===== src/hdl/tmfs_pkg.sv =====
// constants shared by the test mode and fault supervisor
// assumes one 250 MHz clock and an Avalon-MM register bus
//
// What this block does
// - three test states; disabled keeps normal operation
// - isolated forces field contact/latch commands off
// - shared outputs keep operating in test states
// - test flag set when isolated or forcible
// - flagged shared input ignored unless own test
// - received GOOSE test flag is ignored
// - forcible unlocks configuration; others stay locked
// - indicator: flashing red isolated, flashing orange forcible
// - critical-failure output de-energized in test states
// - state changes only by command with setting access
// - last selected state kept across restart
// - activations logged; alarms listed for display
// - major fault de-energizes critical-failure output
// - major fault disables contact and shared outputs
// - major fault reverts protection operands, no events
// - major fault: solid red, out-of-service event
// - per-test status, major, minor, overall ORs
// - acknowledge removes entry from alarm list
// - majors always report; minors individually disableable
// - user-selected operand raises a major self-test
// - comm board fault is a major self-test
// - silent field unit: failsafe inputs, commands off
package tmfs_pkg;

	// =========================================================
	// sizes
	localparam int NUM_UNIT  = 4;   // field units on the process bus
	localparam int NUM_MAJOR = 4;   // major self-tests
	localparam int NUM_MINOR = 4;   // minor self-tests
	localparam int NUM_TEST  = 8;   // all self-tests
	localparam int NUM_OPND  = 8;   // selectable user logic operands
	localparam int NUM_SHARE = 4;   // shared outputs and inputs

	// =========================================================
	// test state codes
	localparam logic [1:0] TST_DISABLED = 2'h0;
	localparam logic [1:0] TST_ISOLATED = 2'h1;
	localparam logic [1:0] TST_FORCIBLE = 2'h2;

	// =========================================================
	// self-test bit positions in the alarm word
	localparam int BIT_COMM_BOARD = 0;  // comm_board_fault
	localparam int BIT_USER_SEL   = 1;  // user_selected_fault
	localparam int BIT_MAJOR_EXT  = 2;  // two further major inputs
	localparam int BIT_MINOR      = 4;  // first minor test

	// =========================================================
	// register byte offsets
	localparam logic [7:0] OFS_TEST_STATE = 8'h00;
	localparam logic [7:0] OFS_STATUS     = 8'h04;
	localparam logic [7:0] OFS_ALARM_LIST = 8'h08;
	localparam logic [7:0] OFS_ACK        = 8'h0C;
	localparam logic [7:0] OFS_MINOR_EN   = 8'h10;
	localparam logic [7:0] OFS_USER_SEL   = 8'h14;
	localparam logic [7:0] OFS_TEST_LIVE  = 8'h18;

	// =========================================================
	// status word fields
	localparam int STS_STATE  = 0;  // two bits
	localparam int STS_FLAG   = 2;
	localparam int STS_LOCK   = 3;
	localparam int STS_MAJOR  = 4;
	localparam int STS_MINOR  = 5;
	localparam int STS_ANY    = 6;
	localparam int STS_ACCESS = 7;

	// =========================================================
	// reset values
	localparam logic [NUM_MINOR-1:0] RST_MINOR_EN = 4'hF;
	localparam logic [2:0]           RST_USER_SEL = 3'h0;

endpackage


===== src/hdl/tmfs_sync.sv =====
// three-stage input synchroniser with agreement filter
// assumes inputs arrive from pins outside the clock domain
`timescale 1ns/10ps

module tmfs_sync #(
	parameter int WIDTH = 1
) (
	// clock and reset
	input  wire logic             clk,
	input  wire logic             rst_b,
	// asynchronous side
	input  wire logic [WIDTH-1:0] din,
	// synchronous side
	output logic      [WIDTH-1:0] dout
);

	logic [WIDTH-1:0] stage1;  // metastable stage, read only by stage2
	logic [WIDTH-1:0] stage2;  // second stage
	logic [WIDTH-1:0] stage3;  // third stage

	// shift chain
	always_ff @(posedge clk or negedge rst_b) begin
		if (!rst_b) begin
			stage1 <= '0;
			stage2 <= '0;
			stage3 <= '0;
		end else begin
			stage1 <= din;
			stage2 <= stage1;
			stage3 <= stage2;
		end
	end

	// a bit changes once the second and third stages agree
	genvar g;
	generate
		for (g = 0; g < WIDTH; g++) begin : g_bit
			always_ff @(posedge clk or negedge rst_b) begin
				if (!rst_b) begin
					dout[g] <= 1'b0;
				end else if (stage2[g] == stage3[g]) begin
					dout[g] <= stage3[g];
				end
			end
		end
	endgenerate

endmodule


===== src/hdl/tmfs_supervisor.sv =====
// test mode and self-test fault supervisor of a protection relay
// assumes one clock, an Avalon-MM master, and a non-volatile
// store outside that returns the saved test state after reset
`timescale 1ns/10ps

module tmfs_supervisor
	import tmfs_pkg::*;
(
	// clock and reset
	input  wire logic                 clk,
	input  wire logic                 rst_b,
	// avalon-mm slave
	input  wire logic [7:0]           address,
	input  wire logic                 read,
	input  wire logic                 write,
	input  wire logic [31:0]          writedata,
	input  wire logic [3:0]           byteenable,
	output logic      [31:0]          readdata,
	output logic                      waitrequest,
	// pins from outside the clock domain
	input  wire logic                 setting_access,
	input  wire logic                 comm_board_fault,
	input  wire logic [1:0]           major_fault_in,
	input  wire logic [NUM_MINOR-1:0] minor_fault_in,
	input  wire logic [NUM_OPND-1:0]  user_operand,
	input  wire logic [NUM_UNIT-1:0]  unit_responding,
	// non-volatile test state store
	input  wire logic [1:0]           nv_state_rd,
	output logic      [1:0]           nv_state_wr_data,
	output logic                      nv_state_wr,
	// field commands and field inputs, one per unit
	input  wire logic [NUM_UNIT-1:0]  contact_cmd_in,
	input  wire logic [NUM_UNIT-1:0]  latch_cmd_in,
	output logic      [NUM_UNIT-1:0]  field_contact_output_cmd,
	output logic      [NUM_UNIT-1:0]  field_latch_output_cmd,
	input  wire logic [NUM_UNIT-1:0]  field_input_raw,
	input  wire logic [NUM_UNIT-1:0]  field_input_failsafe,
	output logic      [NUM_UNIT-1:0]  field_input_operand,
	// shared outputs and shared inputs
	input  wire logic [NUM_SHARE-1:0] shared_cmd_in,
	output logic      [NUM_SHARE-1:0] shared_out,
	output logic                      shared_test_flag,
	input  wire logic [NUM_SHARE-1:0] shared_rx_data,
	input  wire logic                 shared_rx_test,
	output logic      [NUM_SHARE-1:0] shared_in_operand,
	// goose messages
	output logic                      goose_tx_test_flag,
	input  wire logic [NUM_SHARE-1:0] goose_rx_data,
	input  wire logic                 goose_rx_test,
	output logic      [NUM_SHARE-1:0] goose_operand,
	// protection operands
	input  wire logic [NUM_SHARE-1:0] prot_operand_in,
	input  wire logic [NUM_SHARE-1:0] prot_disabled_value,
	output logic      [NUM_SHARE-1:0] prot_operand_out,
	output logic                      prot_event_suppress,
	// supervision outputs
	output logic                      config_locked,
	output logic                      critical_fail_energize,
	output logic                      led_red,
	output logic                      led_orange,
	output logic                      led_flash,
	output logic      [NUM_TEST-1:0]  self_test_status,
	output logic                      any_major,
	output logic                      any_minor,
	output logic                      any_self_test,
	output logic      [NUM_TEST-1:0]  fault_record_log,
	output logic                      out_of_service_event
);

	// =========================================================
	// functions

	// map any code to a legal state, three reads as disabled
	function automatic logic [1:0] legal_state(input logic [1:0] code);
		legal_state = (code == TST_ISOLATED || code == TST_FORCIBLE) ?
			code : TST_DISABLED;
	endfunction

	// true when the state is one of the two test states
	function automatic logic in_test(input logic [1:0] code);
		in_test = (code == TST_ISOLATED) || (code == TST_FORCIBLE);
	endfunction

	// =========================================================
	// synchronised pins
	logic                 access_s;   // setting access granted
	logic                 comm_s;     // comm board fault
	logic [1:0]           major_s;    // further major faults
	logic [NUM_MINOR-1:0] minor_s;    // minor faults
	logic [NUM_OPND-1:0]  opnd_s;     // user logic operands
	logic [NUM_UNIT-1:0]  resp_s;     // field unit responding

	tmfs_sync #(.WIDTH(1)) u_sync_access (
		.clk   (clk),
		.rst_b (rst_b),
		.din   (setting_access),
		.dout  (access_s)
	);
	tmfs_sync #(.WIDTH(3)) u_sync_major (
		.clk   (clk),
		.rst_b (rst_b),
		.din   ({comm_board_fault, major_fault_in}),
		.dout  ({comm_s, major_s})
	);
	tmfs_sync #(.WIDTH(NUM_MINOR)) u_sync_minor (
		.clk   (clk),
		.rst_b (rst_b),
		.din   (minor_fault_in),
		.dout  (minor_s)
	);
	tmfs_sync #(.WIDTH(NUM_OPND)) u_sync_opnd (
		.clk   (clk),
		.rst_b (rst_b),
		.din   (user_operand),
		.dout  (opnd_s)
	);
	tmfs_sync #(.WIDTH(NUM_UNIT)) u_sync_resp (
		.clk   (clk),
		.rst_b (rst_b),
		.din   (unit_responding),
		.dout  (resp_s)
	);

	// =========================================================
	// bus handshake
	logic        bus_ack;      // high in the answering cycle
	logic        wr_take;      // write takes effect this edge
	logic        rd_take;      // read is prepared this edge
	logic        byte0;        // low byte lane enabled

	// one wait state on every access
	assign waitrequest = (read | write) & ~bus_ack;
	assign wr_take     = write & bus_ack;
	assign rd_take     = read & ~bus_ack;
	assign byte0       = byteenable[0];

	// ack toggles high for one cycle per request
	always_ff @(posedge clk or negedge rst_b) begin
		if (!rst_b) begin
			bus_ack <= 1'b0;
		end else begin
			bus_ack <= (read | write) & ~bus_ack;
		end
	end

	// =========================================================
	// registers
	logic [1:0]           test_state;  // current test state
	logic                 nv_loaded;   // saved state taken after reset
	logic [NUM_TEST-1:0]  alarm_list;  // entries awaiting acknowledge
	logic [NUM_MINOR-1:0] minor_en;    // minor test enables
	logic [2:0]           user_sel;    // selected user operand
	logic [NUM_TEST-1:0]  live_prev;   // last cycle test status
	logic                 major_prev;  // last cycle major summary
	logic                 test_on;     // test flag source
	logic [NUM_TEST-1:0]  live;        // live self-test status
	logic [NUM_TEST-1:0]  ack_bits;    // acknowledge strobes

	// =========================================================
	// test state, restored once after reset then user driven
	always_ff @(posedge clk or negedge rst_b) begin
		if (!rst_b) begin
			test_state <= TST_DISABLED;
			nv_loaded  <= 1'b0;
		end else if (!nv_loaded) begin
			// first edge after release takes the saved state
			test_state <= legal_state(nv_state_rd);
			nv_loaded  <= 1'b1;
		end else if (wr_take && address == OFS_TEST_STATE && byte0
			&& access_s) begin
			// explicit command under setting access only
			test_state <= legal_state(writedata[1:0]);
		end
	end

	// save every accepted command to the non-volatile store
	always_ff @(posedge clk or negedge rst_b) begin
		if (!rst_b) begin
			nv_state_wr      <= 1'b0;
			nv_state_wr_data <= TST_DISABLED;
		end else begin
			nv_state_wr <= nv_loaded && wr_take && byte0 && access_s
				&& address == OFS_TEST_STATE;
			if (wr_take && address == OFS_TEST_STATE && byte0 && access_s) begin
				nv_state_wr_data <= legal_state(writedata[1:0]);
			end
		end
	end

	assign test_on = in_test(test_state);

	// =========================================================
	// configuration registers
	always_ff @(posedge clk or negedge rst_b) begin
		if (!rst_b) begin
			minor_en <= RST_MINOR_EN;
			user_sel <= RST_USER_SEL;
		end else if (wr_take && byte0) begin
			if (address == OFS_MINOR_EN) begin
				minor_en <= writedata[NUM_MINOR-1:0];
			end
			if (address == OFS_USER_SEL) begin
				user_sel <= writedata[2:0];
			end
		end
	end

	// =========================================================
	// self-test status operands
	always_comb begin
		live                = '0;
		live[BIT_COMM_BOARD] = comm_s;
		live[BIT_USER_SEL]   = opnd_s[user_sel];
		live[BIT_MAJOR_EXT]   = major_s[0];
		live[BIT_MAJOR_EXT+1] = major_s[1];
		// majors always report, minors gated by enables
		live[BIT_MINOR +: NUM_MINOR] = minor_s & minor_en;
	end

	assign ack_bits = (wr_take && address == OFS_ACK) ?
		writedata[NUM_TEST-1:0] : '0;

	// summaries and activation history
	always_ff @(posedge clk or negedge rst_b) begin
		if (!rst_b) begin
			self_test_status <= '0;
			any_major        <= 1'b0;
			any_minor        <= 1'b0;
			any_self_test    <= 1'b0;
			live_prev        <= '0;
			major_prev       <= 1'b0;
		end else begin
			self_test_status <= live;
			any_major        <= |live[NUM_MAJOR-1:0];
			any_minor        <= |live[NUM_TEST-1:NUM_MAJOR];
			any_self_test    <= |live;
			live_prev        <= self_test_status;
			major_prev       <= any_major;
		end
	end

	// alarm list: set wins over acknowledge in the same cycle
	always_ff @(posedge clk or negedge rst_b) begin
		if (!rst_b) begin
			alarm_list <= '0;
		end else begin
			alarm_list <= (alarm_list & ~ack_bits) | self_test_status;
		end
	end

	// one-cycle log strobes on each activation
	always_ff @(posedge clk or negedge rst_b) begin
		if (!rst_b) begin
			fault_record_log     <= '0;
			out_of_service_event <= 1'b0;
		end else begin
			fault_record_log     <= self_test_status & ~live_prev;
			out_of_service_event <= any_major & ~major_prev;
		end
	end

	// =========================================================
	// field, shared and protection outputs
	always_ff @(posedge clk or negedge rst_b) begin
		if (!rst_b) begin
			field_contact_output_cmd <= '0;
			field_latch_output_cmd   <= '0;
			field_input_operand      <= '0;
			shared_out               <= '0;
			prot_operand_out         <= '0;
			prot_event_suppress      <= 1'b0;
		end else begin
			// isolated, major fault or silent unit force commands off
			field_contact_output_cmd <= (test_state == TST_ISOLATED ||
				any_major) ? '0 : contact_cmd_in & resp_s;
			field_latch_output_cmd   <= (test_state == TST_ISOLATED ||
				any_major) ? '0 : latch_cmd_in & resp_s;
			// silent unit inputs take their failsafe value
			field_input_operand <= (field_input_raw & resp_s) |
				(field_input_failsafe & ~resp_s);
			// shared outputs run in test states, not on major fault
			shared_out <= any_major ? '0 : shared_cmd_in;
			// disabled-element values, with event logging held off
			prot_operand_out    <= any_major ? prot_disabled_value :
				prot_operand_in;
			prot_event_suppress <= any_major;
		end
	end

	// =========================================================
	// received shared and goose data
	always_ff @(posedge clk or negedge rst_b) begin
		if (!rst_b) begin
			shared_in_operand <= '0;
			goose_operand     <= '0;
		end else begin
			// flagged data accepted only while this relay tests
			if (!shared_rx_test || test_on) begin
				shared_in_operand <= shared_rx_data;
			end
			// goose content used whatever its test flag
			goose_operand <= goose_rx_data;
		end
	end

	// =========================================================
	// test flags, locking, relay and indicator
	always_ff @(posedge clk or negedge rst_b) begin
		if (!rst_b) begin
			shared_test_flag       <= 1'b0;
			goose_tx_test_flag     <= 1'b0;
			config_locked          <= 1'b1;
			critical_fail_energize <= 1'b0;
			led_red                <= 1'b0;
			led_orange             <= 1'b0;
			led_flash              <= 1'b0;
		end else begin
			shared_test_flag   <= test_on;
			goose_tx_test_flag <= test_on;
			// only forcible accepts substitute field units
			config_locked <= (test_state != TST_FORCIBLE);
			// de-energized on major fault or in either test state
			critical_fail_energize <= ~any_major & ~test_on;
			case (test_state)
				TST_ISOLATED: begin
					led_red    <= 1'b1;
					led_orange <= 1'b0;
					led_flash  <= 1'b1;
				end
				TST_FORCIBLE: begin
					led_red    <= 1'b0;
					led_orange <= 1'b1;
					led_flash  <= 1'b1;
				end
				default: begin
					led_red    <= 1'b0;
					led_orange <= 1'b0;
					led_flash  <= 1'b0;
				end
			endcase
			// major fault overrides with solid red
			if (any_major) begin
				led_red    <= 1'b1;
				led_orange <= 1'b0;
				led_flash  <= 1'b0;
			end
		end
	end

	// =========================================================
	// read data, prepared in the wait cycle
	always_ff @(posedge clk or negedge rst_b) begin
		if (!rst_b) begin
			readdata <= '0;
		end else if (rd_take) begin
			readdata <= '0;
			case (address)
				OFS_TEST_STATE: readdata[1:0] <= test_state;
				OFS_STATUS: begin
					readdata[STS_STATE +: 2] <= test_state;
					readdata[STS_FLAG]       <= shared_test_flag;
					readdata[STS_LOCK]       <= config_locked;
					readdata[STS_MAJOR]      <= any_major;
					readdata[STS_MINOR]      <= any_minor;
					readdata[STS_ANY]        <= any_self_test;
					readdata[STS_ACCESS]     <= access_s;
				end
				OFS_ALARM_LIST: readdata[NUM_TEST-1:0]  <= alarm_list;
				OFS_MINOR_EN:   readdata[NUM_MINOR-1:0] <= minor_en;
				OFS_USER_SEL:   readdata[2:0]           <= user_sel;
				OFS_TEST_LIVE:  readdata[NUM_TEST-1:0]  <= self_test_status;
				default:        readdata <= '0;
			endcase
		end
	end

	// any_major is exported so subscribers can distrust data

endmodule


===== config.mk =====
export PLATFORM = sky130hd
export DESIGN_NAME = tmfs_supervisor
export DESIGN_NICKNAME = d
export VERILOG_FILES = /design/src/hdl/tmfs_pkg.sv /design/src/hdl/tmfs_sync.sv /design/src/hdl/tmfs_supervisor.sv
export SDC_FILE = /design/constraint.sdc
export NUM_CORES = 1
export LEC_CHECK = 0
export CORE_ASPECT_RATIO = 0.75
export CORE_MARGIN = 2
export CORE_UTILIZATION = 45
export DETAILED_ROUTE_END_ITERATION = 7
export DONT_BUFFER_PORTS = 1
export HOLD_SLACK_MARGIN = 0.03
export SYNTH_ARGS = -nofsm -noshare
export SYNTH_HDL_FRONTEND = slang
export SYNTH_SLANG_ARGS = --single-unit

===== constraint.sdc =====
create_clock -name clk -period 5.8 [get_ports clk]
set_clock_uncertainty 0.05 [all_clocks]
set_input_delay 0.58 -clock clk [delete_from_list [all_inputs] [get_ports clk]]
set_output_delay 0.58 -clock clk [all_outputs]
set_load 0.005 [all_outputs]

* Word level (Yosys, flattened, before mapping) *
Cells that the tools add are included.

cells by class
  multiplexer cells = 21
  reductions and logical operators = 23
  order comparisons = 1
  eq/ne operators = 34
  bitwise operators = 22

operators with widths
  kind                                                                          count
  8-bit by 5-bit equality test with 1-bit output, second input constant         3
  4-bit AND                                                                     5
  1-bit equality test                                                           20
  8-bit AND                                                                     2
  8-bit by 4-bit equality test with 1-bit output, second input constant         2
  4-bit 2-to-1 mux                                                              4
  8-bit NOT                                                                     2
  4-bit one-hot mux with 3 select lines                                         1
  2-bit one-hot mux with 5 select lines                                         1
  1-bit logical AND                                                             9
  8-bit by 3-bit equality test with 1-bit output, second input constant         1
  8-bit zero test                                                               1
  2-bit 2-to-1 mux                                                              4
  8-bit 2-to-1 mux                                                              1
  8-bit OR                                                                      1
  4-bit OR reduction                                                            2
  8-bit OR reduction                                                            1
  1-bit 2-to-1 mux                                                              7
  2-bit by 1-bit equality test with 1-bit output, second input constant         3
  2-bit equality test, second input constant                                    3
  1-bit AND                                                                     5
  1-bit logical OR                                                              5
  1-bit one-hot mux with 5 select lines                                         1
  3-bit by 4-bit less-than comparator with 1-bit output, second input constant  1
  11 further kinds                                                              16

word-level totals
  output and inout bits = 92
  input bits = 108
  logic and storage cells = 166
  register bits after elaboration = 173

* Depth between registers and ports, before layout *
  word-level depth = 6
  mapped depth = 5
  gate-level depth less buffers = 4

* Modules after synthesis *
From an unflattened synthesis, not the netlist that was laid out.

second synthesis, totals
  cell total of the unflattened synthesis = 387
  area total of the unflattened synthesis = 5,928.2 um^2

by module, submodules not included
  module                         area an instance (um^2)  sequential area each (um^2)  cells each  times used
  tmfs_supervisor                3,701.0                  2,333.5                      287         1
  tmfs_sync at u_sync_minor ...  445.4                    400.4                        20          2
  tmfs_sync at u_sync_opnd       890.9                    800.8                        40          1
  tmfs_sync at u_sync_major      334.1                    300.3                        15          1
  tmfs_sync at u_sync_access     111.4                    100.1                        5           1

* Worst setup path before layout *
Ideal clock, no wire load.

  kind = input-to-reg
  start = input port address[5]
  end = register alarm_list[0]
  setup time = 118 ps
  path buffers = 1
  arrival = 1,858 ps
  path slack = 3,774 ps
  required time = 5,632 ps
  cell stages on the path = 5
  cells stage by stage = or3_1 -> clkbuf_1 -> nor4_2 -> nand2_1 -> a21o_1

between the ends
  cells in the longest elaborated chain, start to end = 6

RTL lines
  what                                            RTL line                RTL
  start, declared                                 tmfs_supervisor.sv:13   input wire logic [7:0] address,
  8-bit by 4-bit equality test with 1-bit output  tmfs_supervisor.sv:220  assign ack_bits = (wr_take && address == OFS_ACK) ?
  1-bit logical AND                               tmfs_supervisor.sv:220
  8-bit 2-to-1 mux                                tmfs_supervisor.sv:220
  8-bit NOT                                       tmfs_supervisor.sv:247  alarm_list <= (alarm_list & ~ack_bits) | self_test_status;
  8-bit AND                                       tmfs_supervisor.sv:247
  8-bit OR                                        tmfs_supervisor.sv:247
  end signal, assigned                            tmfs_supervisor.sv:247
  end, declared                                   tmfs_supervisor.sv:150  logic [NUM_TEST-1:0] alarm_list;

No other way between the ends.
A chain may end at the register's enable or synchronous reset.

* Worst setup path in the final report *
  start = register user_sel[0]
  end = register any_self_test

between the ends
  cells in the longest elaborated chain, start to end = 3

RTL lines
  what                                       RTL line                RTL
  start, declared                            tmfs_supervisor.sv:152  logic [2:0] user_sel;
  start signal, assigned                     tmfs_supervisor.sv:203  user_sel <= writedata[2:0];
  1-bit binary-select mux with 3-bit select  tmfs_supervisor.sv:213  live[BIT_USER_SEL] = opnd_s[user_sel];
  1-bit 2-to-1 mux (not written as such)     tmfs_supervisor.sv:213
  named net live[1]                          tmfs_supervisor.sv:156  logic [NUM_TEST-1:0] live;
  8-bit OR reduction                         tmfs_supervisor.sv:236  any_self_test <= |live;
  end signal, assigned                       tmfs_supervisor.sv:236
  end, declared                              tmfs_supervisor.sv:65   output logic any_self_test,

The timed path passes the listed nets, and every way through them passes these cells. The select of a mux whose other input is x is not followed.

==> impl_metrics.json <==
{
  "worst_hold_path_type": "in -> async",
  "power_w": 0.00246,
  "wl_per_cell_um": 17.9,
  "met3_usage": 0.0658,
  "crit_path_cell_trace": "mux4_1 -> mux2_2 -> or4_4 -> or2_1",
  "die-area_um2": 14100,
  "cts_buffer_depth": 2,
  "grt_max_degree": 174,
  "dpl_worst_slack_ns": 3.27,
  "grtUsageMet1": 0.217,
  "peakVddDrop_mv": 0.225,
  "synth-edff-count": 0,
  "dr.pass1.iters": 4,
  "r2r_start": "user_sel[0]",
  "worstSetupPathType": "reg -> reg",
  "finalWirelength_um": 10600,
  "crit_family": "multiplexers",
  "placed_cell_area_um2": 6020,
  "use_met2": 0.215,
  "crit_buf_inv": 0,
  "ys_ff_latch": 173,
  "final_util": 0.511,
  "initial_core_util": 0.459,
  "critPathLaunchType": "register",
  "grt_pass1_wl_um": 16200,
  "yosys_warnings": 0,
  "io_buffers": 0,
  "max_stage_delay_ns": 0.59,
  "final-setup-viol-count": 0,
  "nets": 517,
  "track_usage": 0.158,
  "die_height_um": 103,
  "top_usage_layer": "met1",
  "drive_gt1_frac": 0.148,
  "design.core.area_um2": 12900,
  "tritoncts": "yes",
  "die_w_um": 137,
  "area_growth_pct": 11.3,
  "cap_violations": 0,
  "setup_ws_ns": 3.61,
  "crit_slowest_cell": "mux4_1",
  "route.detailed.vias_per_inst": 4.99,
  "worst_pin_slew_ns": 0.979,
  "leakage_nw": 3.04,
  "syn_area_um2": 5940,
  "antenna_cells": 0,
  "clock.fmax_mhz": 456,
  "grt_overflow": 0,
  "maxSlewHeadroom": 0.342,
  "ctsRootBufferMaster": "clkbuf_16",
  "drtAntennaViolNets": 0,
  "rrSetupSlack_ns": 3.61,
  "crit_required_ns": 6.05,
  "ios": 200,
  "cts_resized": 0,
  "crit_arrival_ns": 2.45,
  "cp_max_fo": 4,
  "synth_ff_type": "dfrtp_1",
  "tns_ns": 0,
  "drv_slew": 0,
  "endpoint_kind": "register",
  "rows": 36,
  "power.density_nw_per_um2": 372,
  "final_area_um2": 6610,
  "r2r_cells": 4,
  "status": "completed",
  "cts_buffers": 17,
  "num_vias": 2952,
  "grt_pass1_vias": 2998,
  "drt_iter0_markers": 171,
  "clock-sinks": 173,
  "syn_inst": 396,
  "cts.reportedPaths.clkPinSlew_ns": 0.06,
  "synthArstFlopShare": 1.00,
  "place_hpwl_um": 7300,
  "rr_endpoint": "any_self_test",
  "hold_viol": 0,
  "final.min_clock_period_ns": 2.19,
  "cts_max_level": 4,
  "ys_types": 38,
  "antenna_found_initial": 0,
  "ys_seq_area_frac": 0.730,
  "clk_latency_ns": 0.42,
  "postCtsSetupBuffers": 0,
  "rsz0062_at_grt": "no",
  "gp_congestion": 0.835,
  "route.detailed.drc": 0,
  "syn_area_per_cell_um2": 15.0,
  "fin_crit_sh": 0.378
}
## cell type report
class / instances / area [µm²]
timing repair buffer: 1 / 27.5
sequential: 173 / 4340
fill: 1096 / 6320
multi-input combinational: 204 / 1440
clock inverter: 10 / 80.1
inverter: 10 / 37.5
tap: 171 / 214
clock buffer: 22 / 474
## cells in the final DEF (no fill, tap or decap), types with 8 or more instances in the layout
master / n
maj3_1: 20
clkbuf_16: 17
conb_1: 25
dfrtp_1: 168
nor2_1: 10
o21ai_0: 8
mux2_2: 23
nand2_1: 22
inv_1: 10
and3_1: 12
a21o_1: 10
nor2b_1: 18
## worst register-to-register path: stages (launching register included)
cell and delay, ns:
dfrtp_1 0.45, mux4_1 0.59, mux2_2 0.31, or4_4 0.44, or2_1 0.24
## logic make-up after synthesis
kind of cell / count (synthesis) / synth area share
adder cells (fa/ha/maj): 22 / 0.0379
AND/OR/NAND/NOR: 92 / 0.0855
multiplexers: 26 / 0.0542
other: 2 / 0.00126
buffers and inverters: 42 / 0.0424
flip-flops: 173 / 0.730
AO/OA/AOI/OAI: 39 / 0.0487
## where the power goes
| part | switching, W | total [W] | internal, W |
|---|---|---|---|
| logic | 0.0000519 | 0.0000942 | 0.0000423 |
| registers | 0.0000476 | 0.00132 | 0.00128 |
| clock network | 0.000453 | 0.00104 | 0.000587 |
## synthesized netlist by cell type, drive strengths merged, types with 3 or more instances
library cell  instances  area [µm²]
a21o                 10        75.1
a22o                  6        52.6
a22oi                 5        37.5
a32oi                 3        26.3
and3                 12        75.1
buf                  25         188
clkbuf                7        26.3
dfrtp               168        4200
dfstp                 5         131
inv                  10        37.5
maj3                 20         200
mux2                 23         259
nand2                22        82.6
nand3b                4        30.0
nand4                 4        25.0
nor2                 10        37.5
nor2b                18         113
nor3                  6        30.0
nor3b                 4        30.0
nor4                  3        25.0
o21ai                 8        40.0
## per-layer routing
| layer | wire, µm | vias to the layer above |
|---|---|---|
| met5 | 0 | - |
| met4 | 174 | 0 |
| met3 | 1030 | 17 |
| met2 | 4780 | 132 |
| met1 | 4590 | 1472 |
| li1 | - | 1331 |
## state kept, by name (all words and copies together), names as in the netlist, 8 cells and up
register            count
u_sync_opnd.dout        8
live_prev               8
u_sync_opnd.stage3      8
fault_record_log        8
readdata                8
alarm_list              8
u_sync_opnd.stage2      8
self_test_status        8
u_sync_opnd.stage1      8
## stage by stage
stage                     hold slack [ns]  instances
after floorplan                     0.234        419
after global placement              0.242        558
after detailed placement            0.241        558
after CTS                           0.106        591
after global routing                0.100        591
final                               0.129        591
## what timing repair did
action,CTS,global route
hold buffers,1,0
hold endpoints to repair,173,0
endpoints found under the setup margin,0,0
## worst max path at each step
stage / slack, ns / end / depth (start not counted) / start
after CTS: 3.60 / any_self_test / 4 / user_sel[0]
final: 3.61 / any_self_test / 4 / user_sel[0]
after detailed placement: 3.27 / alarm_list[7] / 4 / address[5]
after global placement: 3.37 / alarm_list[2] / 4 / address[5]
after floorplan: 3.77 / alarm_list[0] / 5 / address[5]
after global routing: 3.53 / any_self_test / 4 / user_sel[0]
(Power assumes the default switching activity.)
